**config.mk**
```make
export PLATFORM = sky130hd
export DESIGN_NAME = rplo_rx_out
export DESIGN_NICKNAME = d
export VERILOG_FILES = /design/src/inc/rplo_pkg.sv /design/src/inc/rplo_lane_if.sv /design/src/verilog/rplo_rx_out.sv /design/src/verilog/rplo_sync.sv /design/src/verilog/rplo_lane_out.sv
export SDC_FILE = /design/constraint.sdc
export NUM_CORES = 1
export LEC_CHECK = 0
export BUFFER_PORTS_ARGS = -buffer_cell sky130_fd_sc_hd__buf_2
export CORE_ASPECT_RATIO = 1.75
export CORE_MARGIN = 4
export CORE_UTILIZATION = 35
export DETAILED_ROUTE_END_ITERATION = 12
export PLACE_DENSITY = 0.62
export SKIP_LAST_GASP = 1
export SLEW_MARGIN = 20
export SYNTH_ARGS = -nofsm -noshare
export SYNTH_HDL_FRONTEND = slang
export SYNTH_SLANG_ARGS = --single-unit
```
**constraint.sdc**
```tcl
create_clock -name mclk_i -period 3.9 [get_ports mclk_i]
set_input_delay 0.78 -clock mclk_i [delete_from_list [all_inputs] [get_ports mclk_i]]
set_output_delay 0.78 -clock mclk_i [all_outputs]
set_load 0.02 [all_outputs]
```
**src/inc/rplo_pkg.sv**
```systemverilog
// Constants shared by the receive parallel lane output stage.
// Assumes a single 25 MHz core clock and a plain register port.
package rplo_pkg;

  // ----------------------------------------------------------
  // Structure
  // ----------------------------------------------------------
  localparam int LANES = 4;           // Channels 0..3
  localparam int CG_W = 10;           // Code group width
  localparam int BYTE_W = 8;          // Data byte width
  localparam int ADDR_W = 4;          // Register address width
  localparam int DATA_W = 32;         // Register data width
  localparam int CG_NINTH = 8;        // Ninth code bit position
  localparam int CG_TENTH = 9;        // Tenth code bit position

  // ----------------------------------------------------------
  // Register map (byte addresses)
  // ----------------------------------------------------------
  localparam logic [3:0] ADDR_STATUS = 4'h0;  // Sticky decode errors, W1C
  localparam logic [3:0] ADDR_MASK = 4'h4;    // Interrupt enables
  localparam logic [3:0] ADDR_INFO = 4'h8;    // Live state, read only

  // ----------------------------------------------------------
  // Field positions and reset values
  // ----------------------------------------------------------
  localparam int INFO_RD_LSB = 0;     // Running disparity per lane
  localparam int INFO_SYNC_BIT = 4;   // Synced lane clock select
  localparam int INFO_MODE_BIT = 5;   // Synced decode mode
  localparam logic [3:0] STATUS_RST = 4'h0;
  localparam logic [3:0] MASK_RST = 4'h0;
  localparam logic [3:0] RD_RST = 4'h0;        // Start at negative disparity
  localparam logic [9:0] WORD_RST = 10'h000;

  // ----------------------------------------------------------
  // Special code sub-blocks
  // ----------------------------------------------------------
  localparam logic [5:0] K28_NEG = 6'h0F;     // abcdei of K28, RD-
  localparam logic [5:0] K28_POS = 6'h30;     // abcdei of K28, RD+
  localparam logic [5:0] D7_NEG = 6'h38;      // Neutral, only at RD-
  localparam logic [5:0] D7_POS = 6'h07;      // Neutral, only at RD+
  localparam logic [3:0] X3_NEG = 4'hC;       // Neutral, only at RD-
  localparam logic [3:0] X3_POS = 4'h3;       // Neutral, only at RD+
  localparam logic [3:0] A7_NEG = 4'h8;       // Alternate 7 after RD-
  localparam logic [3:0] A7_POS = 4'h7;       // Alternate 7 after RD+

endpackage : rplo_pkg

```
**src/inc/rplo_lane_if.sv**
```systemverilog
// One lane's hand-off from the decode core to its output stage.
// Assumes both ends run on the core clock.
`timescale 1ns/10ps
`default_nettype none

interface rplo_lane_if;
  logic load;          // One-cycle pulse: take a new word
  logic clk_evt;       // One-cycle pulse: flip the lane clock
  logic [9:0] word;    // {err, ctrl, byte}

  modport src (output load, output clk_evt, output word);
  modport dst (input load, input clk_evt, input word);
endinterface : rplo_lane_if

`default_nettype wire

```
**src/verilog/rplo_rx_out.sv**
```systemverilog
// Receive parallel output stage: four lanes of code groups are decoded
// or passed raw and presented with a byte per lane clock edge; with sync select high, lanes 1-3 take bytes on lane 0 edges.
// Assumes recovered clocks and code groups arrive from the serial side,
// asynchronous to mclk_i, with a recovered clock much slower than mclk_i.
`timescale 1ns/10ps
`default_nettype none

module rplo_rx_out (
  input wire logic mclk_i,
  input wire logic rstn_i,
  input wire logic lane_clock_sync_sel_i,
  input wire logic decode_mode_i,
  input wire logic [3:0] rec_clk_i,
  input wire logic [39:0] code_group_i,
  input wire logic [3:0] reg_addr_i,
  input wire logic [31:0] reg_wdata_i,
  input wire logic reg_wr_i,
  input wire logic reg_rd_i,
  output logic [31:0] reg_rdata_o,
  output logic irq_o,
  output logic rx_clk_lane0_o,
  output logic rx_clk_lane1_o,
  output logic rx_clk_lane2_o,
  output logic rx_clk_lane3_o,
  output logic [7:0] rx_byte_lane0_o,
  output logic [7:0] rx_byte_lane1_o,
  output logic [7:0] rx_byte_lane2_o,
  output logic [7:0] rx_byte_lane3_o,
  output logic rx_ctrl_flag_lane0_o,
  output logic rx_ctrl_flag_lane1_o,
  output logic rx_ctrl_flag_lane2_o,
  output logic rx_ctrl_flag_lane3_o,
  output logic rx_err_flag_lane0_o,
  output logic rx_err_flag_lane1_o,
  output logic rx_err_flag_lane2_o,
  output logic rx_err_flag_lane3_o
);

  // ----------------------------------------------------------
  // Code tables
  // ----------------------------------------------------------
  // 6-bit sub-block abcdei (a in MSB) to {valid, EDCBA}
  function automatic logic [5:0] dec6(input logic [5:0] s);
    logic [5:0] r;
    r = 6'h00;
    unique case (s)
      6'h27, 6'h18: r = 6'h20;
      6'h1D, 6'h22: r = 6'h21;
      6'h2D, 6'h12: r = 6'h22;
      6'h31: r = 6'h23;
      6'h35, 6'h0A: r = 6'h24;
      6'h29: r = 6'h25;
      6'h19: r = 6'h26;
      6'h38, 6'h07: r = 6'h27;
      6'h39, 6'h06: r = 6'h28;
      6'h25: r = 6'h29;
      6'h15: r = 6'h2A;
      6'h34: r = 6'h2B;
      6'h0D: r = 6'h2C;
      6'h2C: r = 6'h2D;
      6'h1C: r = 6'h2E;
      6'h17, 6'h28: r = 6'h2F;
      6'h1B, 6'h24: r = 6'h30;
      6'h23: r = 6'h31;
      6'h13: r = 6'h32;
      6'h32: r = 6'h33;
      6'h0B: r = 6'h34;
      6'h2A: r = 6'h35;
      6'h1A: r = 6'h36;
      6'h3A, 6'h05: r = 6'h37;
      6'h33, 6'h0C: r = 6'h38;
      6'h26: r = 6'h39;
      6'h16: r = 6'h3A;
      6'h36, 6'h09: r = 6'h3B;
      6'h0E, 6'h0F, 6'h30: r = 6'h3C;
      6'h2E, 6'h11: r = 6'h3D;
      6'h1E, 6'h21: r = 6'h3E;
      6'h2B, 6'h14: r = 6'h3F;
      default: r = 6'h00;  // Not a legal sub-block
    endcase
    return r;
  endfunction : dec6

  // 4-bit sub-block fghj (f in MSB) to {valid, HGF}
  function automatic logic [3:0] dec4(input logic [3:0] s);
    logic [3:0] r;
    r = 4'h0;
    unique case (s)
      4'hB, 4'h4: r = 4'h8;
      4'h9: r = 4'h9;
      4'h5: r = 4'hA;
      4'hC, 4'h3: r = 4'hB;
      4'hD, 4'h2: r = 4'hC;
      4'hA: r = 4'hD;
      4'h6: r = 4'hE;
      4'hE, 4'h1, 4'h7, 4'h8: r = 4'hF;
      default: r = 4'h0;  // All ones or all zeros
    endcase
    return r;
  endfunction : dec4

  // Sub-blocks that turn a trailing alternate 7 into a K-character
  function automatic logic k7_head(input logic [5:0] s);
    logic r;
    r = 1'b0;
    unique case (s)
      6'h3A, 6'h05, 6'h36, 6'h09: r = 1'b1;
      6'h2E, 6'h11, 6'h1E, 6'h21: r = 1'b1;
      default: r = 1'b0;
    endcase
    return r;
  endfunction : k7_head

  // ----------------------------------------------------------
  // Input synchronisers
  // ----------------------------------------------------------
  logic [3:0] clk_s;      // Recovered clocks, synced
  logic [39:0] cg_s;      // Code groups, synced with the same delay
  logic [1:0] pins_s;     // {decode mode, lane clock select}
  logic sync_sel;         // Lanes 1-3 timed by lane 0
  logic decode_mode;      // High: decoded bytes and flags

  // Data and clock pass equal delays so a group taken at a
  // synced edge is the one that stood at the real edge
  rplo_sync #(.W(4)) u_sync_clk (
    .mclk_i(mclk_i),
    .rstn_i(rstn_i),
    .d_i(rec_clk_i),
    .q_o(clk_s)
  );

  rplo_sync #(.W(40)) u_sync_cg (
    .mclk_i(mclk_i),
    .rstn_i(rstn_i),
    .d_i(code_group_i),
    .q_o(cg_s)
  );

  rplo_sync #(.W(2)) u_sync_pin (
    .mclk_i(mclk_i),
    .rstn_i(rstn_i),
    .d_i({decode_mode_i, lane_clock_sync_sel_i}),
    .q_o(pins_s)
  );

  assign sync_sel = pins_s[0];
  assign decode_mode = pins_s[1];

  // ----------------------------------------------------------
  // Edge tracking
  // ----------------------------------------------------------
  logic [3:0] clk_d;      // Previous synced clock level
  logic [3:0] edge_now;   // Either edge of a recovered clock
  logic [3:0] edge_d1;    // Edge, one cycle later: load stage
  logic [3:0] edge_d2;    // Edge, two cycles later: flip clock

  assign edge_now = clk_s ^ clk_d;

  // Delay line that spaces data ahead of the output clock edge
  always_ff @(posedge mclk_i or negedge rstn_i) begin
    if (!rstn_i) begin
      clk_d <= 4'h0;
      edge_d1 <= 4'h0;
      edge_d2 <= 4'h0;
    end else begin
      clk_d <= clk_s;
      edge_d1 <= edge_now;
      edge_d2 <= edge_d1;
    end
  end

  // ----------------------------------------------------------
  // Per-lane decode and output
  // ----------------------------------------------------------
  logic [3:0] rd_q;          // Running disparity, high is positive
  logic [3:0] err_evt;       // Decode error seen at an edge
  logic [7:0] byte_w [4];    // Output stage bytes
  logic [3:0] ctrl_w;        // Output stage bit 8
  logic [3:0] err_w;         // Output stage bit 9
  logic [3:0] clk_w;         // Output stage clocks
  logic [3:0] next_rd;       // Disparity after the current group

  for (genvar n = 0; n < rplo_pkg::LANES; n++) begin : g_lane
    logic [9:0] cg;         // Group, bit 0 is a
    logic [5:0] s6;         // abcdei
    logic [3:0] s4;         // fghj
    logic [3:0] s4_k;       // fghj, folded for K28 at RD+
    logic [5:0] d6;         // {valid, EDCBA}
    logic [3:0] d4;         // {valid, HGF}
    logic [2:0] n6;         // Ones in s6
    logic [2:0] n4;         // Ones in s4
    logic rd_mid;           // Disparity between sub-blocks
    logic bad6;             // 6-bit disparity violation
    logic bad4;             // 4-bit disparity violation
    logic is_k;             // Special character
    logic dec_err;          // Any decode fault
    logic [9:0] raw_word;   // Undecoded output word
    logic [9:0] dec_word;   // Decoded output word
    logic [9:0] word_q;     // Latest group, held per lane
    logic take;             // Selected clock edge, delayed
    rplo_lane_if lane_bus ();

    assign cg = cg_s[n*10 +: 10];  // Synced copy only; the raw pin is never read
    assign s6 = {cg[0], cg[1], cg[2], cg[3], cg[4], cg[5]};
    assign s4 = {cg[6], cg[7], cg[8], cg[9]};
    // K28 at RD+ carries the inverted fghj of its RD- form
    assign s4_k = (s6 == rplo_pkg::K28_POS) ? ~s4 : s4;
    assign d6 = dec6(s6);
    assign d4 = dec4(s4_k);
    assign n6 = 3'($countones(s6));
    assign n4 = 3'($countones(s4));

    // A positive block needs RD-, a negative one RD+
    assign bad6 = (n6 == 3'd4 && rd_q[n]) || (n6 == 3'd2 && !rd_q[n])
      || (s6 == rplo_pkg::D7_NEG && rd_q[n])
      || (s6 == rplo_pkg::D7_POS && !rd_q[n]);
    assign rd_mid = (n6 == 3'd4) ? 1'b1 : (n6 == 3'd2) ? 1'b0 : rd_q[n];
    assign bad4 = (n4 == 3'd3 && rd_mid) || (n4 == 3'd1 && !rd_mid)
      || (s4 == rplo_pkg::X3_NEG && rd_mid)
      || (s4 == rplo_pkg::X3_POS && !rd_mid);
    // An unbalanced 4-bit block holds three ones (positive) or one (negative)
    assign next_rd[n] = (n4 == 3'd3) ? 1'b1 : (n4 == 3'd1) ? 1'b0 : rd_mid;

    // K28.y, or Kx.7 where the alternate 7 follows its head
    assign is_k = (s6 == rplo_pkg::K28_NEG) || (s6 == rplo_pkg::K28_POS)
      || (k7_head(s6) && (s4 == rplo_pkg::A7_NEG || s4 == rplo_pkg::A7_POS));
    assign dec_err = !d6[5] || !d4[3] || bad6 || bad4;

    assign raw_word = cg;
    assign dec_word = {dec_err, is_k && !dec_err, d4[2:0], d6[4:0]};
    assign err_evt[n] = edge_now[n] && decode_mode && dec_err;

    // Capture the group and advance disparity at each own edge
    always_ff @(posedge mclk_i or negedge rstn_i) begin
      if (!rstn_i) begin
        word_q <= rplo_pkg::WORD_RST;
        rd_q[n] <= rplo_pkg::RD_RST[n];
      end else if (edge_now[n]) begin
        word_q <= decode_mode ? dec_word : raw_word;
        rd_q[n] <= next_rd[n];
      end
    end

    // Lane 0 always uses its own edges; others follow the select
    if (n == 0) begin : g_lead
      assign take = edge_d1[0];
    end else begin : g_follow
      assign take = sync_sel ? edge_d1[0] : edge_d1[n];
    end

    assign lane_bus.load = take;
    assign lane_bus.clk_evt = edge_d2[n];
    assign lane_bus.word = word_q;

    rplo_lane_out u_out (
      .mclk_i(mclk_i),
      .rstn_i(rstn_i),
      .bus(lane_bus.dst),
      .byte_o(byte_w[n]),
      .ctrl_o(ctrl_w[n]),
      .err_o(err_w[n]),
      .clk_o(clk_w[n])
    );
  end

  // ----------------------------------------------------------
  // Pin mapping
  // ----------------------------------------------------------
  assign rx_clk_lane0_o = clk_w[0];
  assign rx_clk_lane1_o = clk_w[1];
  assign rx_clk_lane2_o = clk_w[2];
  assign rx_clk_lane3_o = clk_w[3];
  assign rx_byte_lane0_o = byte_w[0];
  assign rx_byte_lane1_o = byte_w[1];
  assign rx_byte_lane2_o = byte_w[2];
  assign rx_byte_lane3_o = byte_w[3];
  assign rx_ctrl_flag_lane0_o = ctrl_w[0];
  assign rx_ctrl_flag_lane1_o = ctrl_w[1];
  assign rx_ctrl_flag_lane2_o = ctrl_w[2];
  assign rx_ctrl_flag_lane3_o = ctrl_w[3];
  assign rx_err_flag_lane0_o = err_w[0];
  assign rx_err_flag_lane1_o = err_w[1];
  assign rx_err_flag_lane2_o = err_w[2];
  assign rx_err_flag_lane3_o = err_w[3];

  // ----------------------------------------------------------
  // Register port
  // ----------------------------------------------------------
  logic [3:0] status_q;    // Sticky decode errors per lane
  logic [3:0] mask_q;      // Interrupt enables per lane
  logic hit_status;        // Address decodes
  logic hit_mask;
  logic hit_info;
  logic [3:0] w1c;         // Bits software clears this cycle
  logic [31:0] info_w;     // Live state word
  logic [31:0] rd_mux;     // Selected read word

  assign hit_status = reg_addr_i == rplo_pkg::ADDR_STATUS;
  assign hit_mask = reg_addr_i == rplo_pkg::ADDR_MASK;
  assign hit_info = reg_addr_i == rplo_pkg::ADDR_INFO;
  assign w1c = (reg_wr_i && hit_status) ? reg_wdata_i[3:0] : 4'h0;

  assign info_w = (32'(rd_q) << rplo_pkg::INFO_RD_LSB)
    | (32'(sync_sel) << rplo_pkg::INFO_SYNC_BIT)
    | (32'(decode_mode) << rplo_pkg::INFO_MODE_BIT);

  // Unmapped addresses read as zero
  assign rd_mux = hit_status ? {28'h0000000, status_q}
    : hit_mask ? {28'h0000000, mask_q}
    : hit_info ? info_w : 32'h00000000;

  // A new error in the clearing cycle survives the clear
  always_ff @(posedge mclk_i or negedge rstn_i) begin
    if (!rstn_i) begin
      status_q <= rplo_pkg::STATUS_RST;
    end else begin
      status_q <= (status_q & ~w1c) | err_evt;
    end
  end

  // Mask register
  always_ff @(posedge mclk_i or negedge rstn_i) begin
    if (!rstn_i) begin
      mask_q <= rplo_pkg::MASK_RST;
    end else if (reg_wr_i && hit_mask) begin
      mask_q <= reg_wdata_i[3:0];
    end
  end

  // Read data stand only in the cycle after the strobe
  always_ff @(posedge mclk_i or negedge rstn_i) begin
    if (!rstn_i) begin
      reg_rdata_o <= 32'h00000000;
    end else begin
      reg_rdata_o <= reg_rd_i ? rd_mux : 32'h00000000;
    end
  end

  assign irq_o = |(status_q & mask_q);

endmodule : rplo_rx_out

`default_nettype wire

```
**src/verilog/rplo_sync.sv**
```systemverilog
// Two-flop synchroniser for a group of independent levels.
// Assumes each bit is a level from outside the core clock domain.
`timescale 1ns/10ps
`default_nettype none

module rplo_sync #(
  parameter int W = 1
) (
  input wire logic mclk_i,
  input wire logic rstn_i,
  input wire logic [W-1:0] d_i,
  output logic [W-1:0] q_o
);

  // ----------------------------------------------------------
  // Flop chain
  // ----------------------------------------------------------
  logic [W-1:0] meta;  // First stage, read by the second only

  // Two stages; nothing taps the first
  always_ff @(posedge mclk_i or negedge rstn_i) begin
    if (!rstn_i) begin
      meta <= '0;
      q_o <= '0;
    end else begin
      meta <= d_i;
      q_o <= meta;
    end
  end

endmodule : rplo_sync

`default_nettype wire

```
**src/verilog/rplo_lane_out.sv**
```systemverilog
// Output register of one lane: ten data bits and a regenerated clock.
// Assumes load and clk_evt are core clock pulses from the decode core.
`timescale 1ns/10ps
`default_nettype none

module rplo_lane_out (
  input wire logic mclk_i,
  input wire logic rstn_i,
  rplo_lane_if.dst bus,
  output logic [7:0] byte_o,
  output logic ctrl_o,
  output logic err_o,
  output logic clk_o
);

  // ----------------------------------------------------------
  // Output word
  // ----------------------------------------------------------
  logic [9:0] word_q;  // All ten bits held as one register

  // Whole word moves in one step so flags never split from data
  always_ff @(posedge mclk_i or negedge rstn_i) begin
    if (!rstn_i) begin
      word_q <= rplo_pkg::WORD_RST;
    end else if (bus.load) begin
      word_q <= bus.word;
    end
  end

  // ----------------------------------------------------------
  // Lane clock
  // ----------------------------------------------------------
  // Each flip is one output edge; data loaded by the same edge settles a cycle before it
  always_ff @(posedge mclk_i or negedge rstn_i) begin
    if (!rstn_i) begin
      clk_o <= 1'b0;
    end else if (bus.clk_evt) begin
      clk_o <= ~clk_o;
    end
  end

  assign byte_o = word_q[7:0];
  assign ctrl_o = word_q[rplo_pkg::CG_NINTH];
  assign err_o = word_q[rplo_pkg::CG_TENTH];

endmodule : rplo_lane_out

`default_nettype wire

```
==> reports/results.ini <==
[outcome]
status = finished clean

[worst_setup_path]
crit_arrival_ns = 4.03
crit_type = reg2reg
cp_max_fo = 3
critPathTopFamily = adder cells
end_kind = flip-flop
cp_num_buf_inv = 2
required_ns = 4.30
crit_chain = fa_1 > inv_1 > fa_1 > inv_1 > ha_1 > fa_1 > nand2b_1 > a22oi_1 > xor2_1 > a22oi_1 > nand3_1 > a221o_1
crit_path_frequent_cell = fa_1
cp-start-kind = flip-flop
max_stage_delay_ns = 0.58
cp_slowest_cell = fa_1

[yosys]
synth_edf_count = 0
synth-async-reset-ratio = 1.00
yosysTopAreaCell = dfrtp_1
ys.flop_type = dfrtp_1
ys_seq_area_frac = 0.429
yosysWarnings = 0
syn_area_um2 = 12000
yosysMostFrequentCell = dfrtp_1
ys_top_cells_by_area = dfrtp_1 43%, ha_1 8.1%, mux2_2 4.3%, a21oi_1 3.4%, nand2_1 2.9%
ys_types = 79
avgSynthCellArea_um2 = 9.80
yosysTopAreaCellShare = 0.429
syn-instance-count = 1226
ys_ff_latch = 206
netlist_top_cells_count = 206 x dfrtp_1, 92 x nand2_1, 82 x a21oi_1

[routing]
routed_via_density = 5.29
drtIter0Drc = 633
drt.antenna.violating_nets = 0
route.detailed.drc = 0
avgRoutedWirePerCell_um = 16.5
routed-via-count = 9389
first_pass_iters = 5
drt-total-wl_um = 29200

[sta]
hold-worst-slack_ns = 0.294
setup-violations-final = 0
tns_ns = 0
report.final.slew_viol_count = 0
final.setup.worst_slack_ns = 0.269
grt_setup_unrepaired = no
tightest_slew_ns = 0.972
maxSlewHeadroom = 0.351
min_period_ns = 3.63
final.period_utilization = 0.931
fmax_mhz = 275
finalHoldViolations = 0
finClkSkew_ns = 0.0149

[placement]
portBuffers = 108
place_hpwl_um = 21000
dp_slack_ns = 0.295
globalplace.congestion = 0.890
dp.cells = 1736
dpl_cell_area_um2 = 12900

[floorplan]
rows = 89
die-area_um2 = 37500
core_um2 = 33900
die_h_um = 253
start_util = 0.355
ios = 163
fp.dieW_um = 148

[global_route]
antenna_found_initial = 0
grt_overflow_total = 0
grtUsageTotal = 0.155
grt_max_degree = 98
grt_pass1_wl_um = 48100
grt_pass1_vias = 9413

[job]
cap_viol_max_count = 0

[clock_tree]
hold_buffers = 0
cts_made_buffers = 22
cts_root_buf = clkbuf_16
ctsLongestPathBuffers = 3
cts-resized-gates = 0
clkSinkCount = 206
cts_tree = yes
cts_setup_buffers = 0
clk_latency_ns = 0.53
htreeDepth = 1
clk_pin_slew_worst_paths_ns = 0.06

[layout]
fillerInstances = 3366
seq_area_um2 = 5160
drive_gt1_frac = 0.180
design_area_um2 = 13600
area_delta_synth_final_pct = 13.3
final_nets = 1485
diodes = 0
multiInputGateArea_um2 = 6100
final_cells = 1774

[power_and_ir_drop]
p_leak_nw = 6.09
power_density_nw_per_um2 = 463
ir_drop_uv = 288

[hold_path]
worstHoldPathType = in2async

-- cells by family after synthesis --
| family | count (synthesis) | share of synthesized area |
|---|---|---|
| mux | 62 | 0.0585 |
| buf+inv | 187 | 0.0712 |
| simple gates | 291 | 0.117 |
| flops | 206 | 0.429 |
| xor+xnor | 15 | 0.0109 |
| other cells | 1 | 0.000312 |
| compound gates | 366 | 0.201 |
| fa+ha+maj | 98 | 0.111 |
-- path summary, 6_finish.rpt --
kind	startpoint	end	slack [ns]	cells after the start
setup / recovery	u_sync_cg.q_o[10]$_DFF_PN0_	g_lane[1].lane_bus.word[9]$_DFFE_PN0N_	0.27	12
hold / removal	rstn_i	g_lane[2].lane_bus.word[1]$_DFFE_PN0N_	0.29	1
setup reg to reg	u_sync_cg.q_o[10]$_DFF_PN0_	g_lane[1].lane_bus.word[9]$_DFFE_PN0N_	0.27	12
hold reg to reg	u_sync_cg.meta[15]$_DFF_PN0_	u_sync_cg.q_o[15]$_DFF_PN0_	0.34	0
max in group asynchronous	rstn_i	u_sync_pin.q_o[1]$_DFF_PN0_	2.64	2
min in group mclk_i	u_sync_cg.meta[15]$_DFF_PN0_	u_sync_cg.q_o[15]$_DFF_PN0_	0.34	0
-- metal layers --
layer / global-route usage / routed length (um) / share of wire
met3: 0.0172 / 1400 / 0.048
met5: 0 / 0 / 0
met1: 0.182 / 11300 / 0.39
met4: 0.0690 / 1080 / 0.037
met2: 0.282 / 15500 / 0.53
-- flip-flops by register name (all words and copies together) (netlist names) --
register	cells
g_lane.lane_bus.word	40
g_lane.u_out.clk_o	4
u_sync_clk.q_o	4
u_sync_pin.q_o	2
u_sync_pin.meta	2
u_sync_cg.q_o	40
u_sync_cg.meta	40
mask_q	4
edge_d1	4
reg_rdata_o	6
u_sync_clk.meta	4
rd_q	4
g_lane.u_out.word_q	40
clk_d	4
status_q	4
edge_d2	4
-- metrics by stage --
stage	power, mW	utilization
after detailed placement	4.30	0.381
after floorplan	3.78	-
after global routing	6.69	0.402
after CTS	6.42	0.402
after global placement	4.27	0.381
final	6.31	0.402
-- where the power goes --
group / internal, mW / switching [mW]
clock: 1.19 / 0.874
sequential: 2.45 / 0.250
combinational: 0.628 / 0.918
-- placed cells by master (no fill, tap or decap), types with 9 or more instances in the layout --
cell / count
nand4_1: 11
o31ai_1: 12
buf_2: 107
buf_4: 29
dfrtp_1: 205
fa_1: 16
a211oi_1: 14
xor2_1: 9
inv_2: 9
a21oi_1: 82
o21ai_0: 66
nand3_1: 28
nand2b_1: 13
ha_1: 78
nand2_1: 92
nor2_1: 70
o211ai_1: 14
mux2_2: 46
conb_1: 26
o21ai_1: 32
inv_1: 69
clkbuf_16: 23
a221oi_1: 11
nor2b_1: 23
nor3_1: 22
a31oi_1: 15
a22oi_1: 16
mux2i_1: 11
-- area by class of cell --
cell class	instances	area share
inverter	79	0.0218
clock inverter	8	0.00625
sequential	206	0.379
multi-input combinational	858	0.448
timing repair buffer	138	0.0579
tap	455	0.0418
clock buffer	30	0.0457
Note: power is estimated with default switching activity, not from simulation.
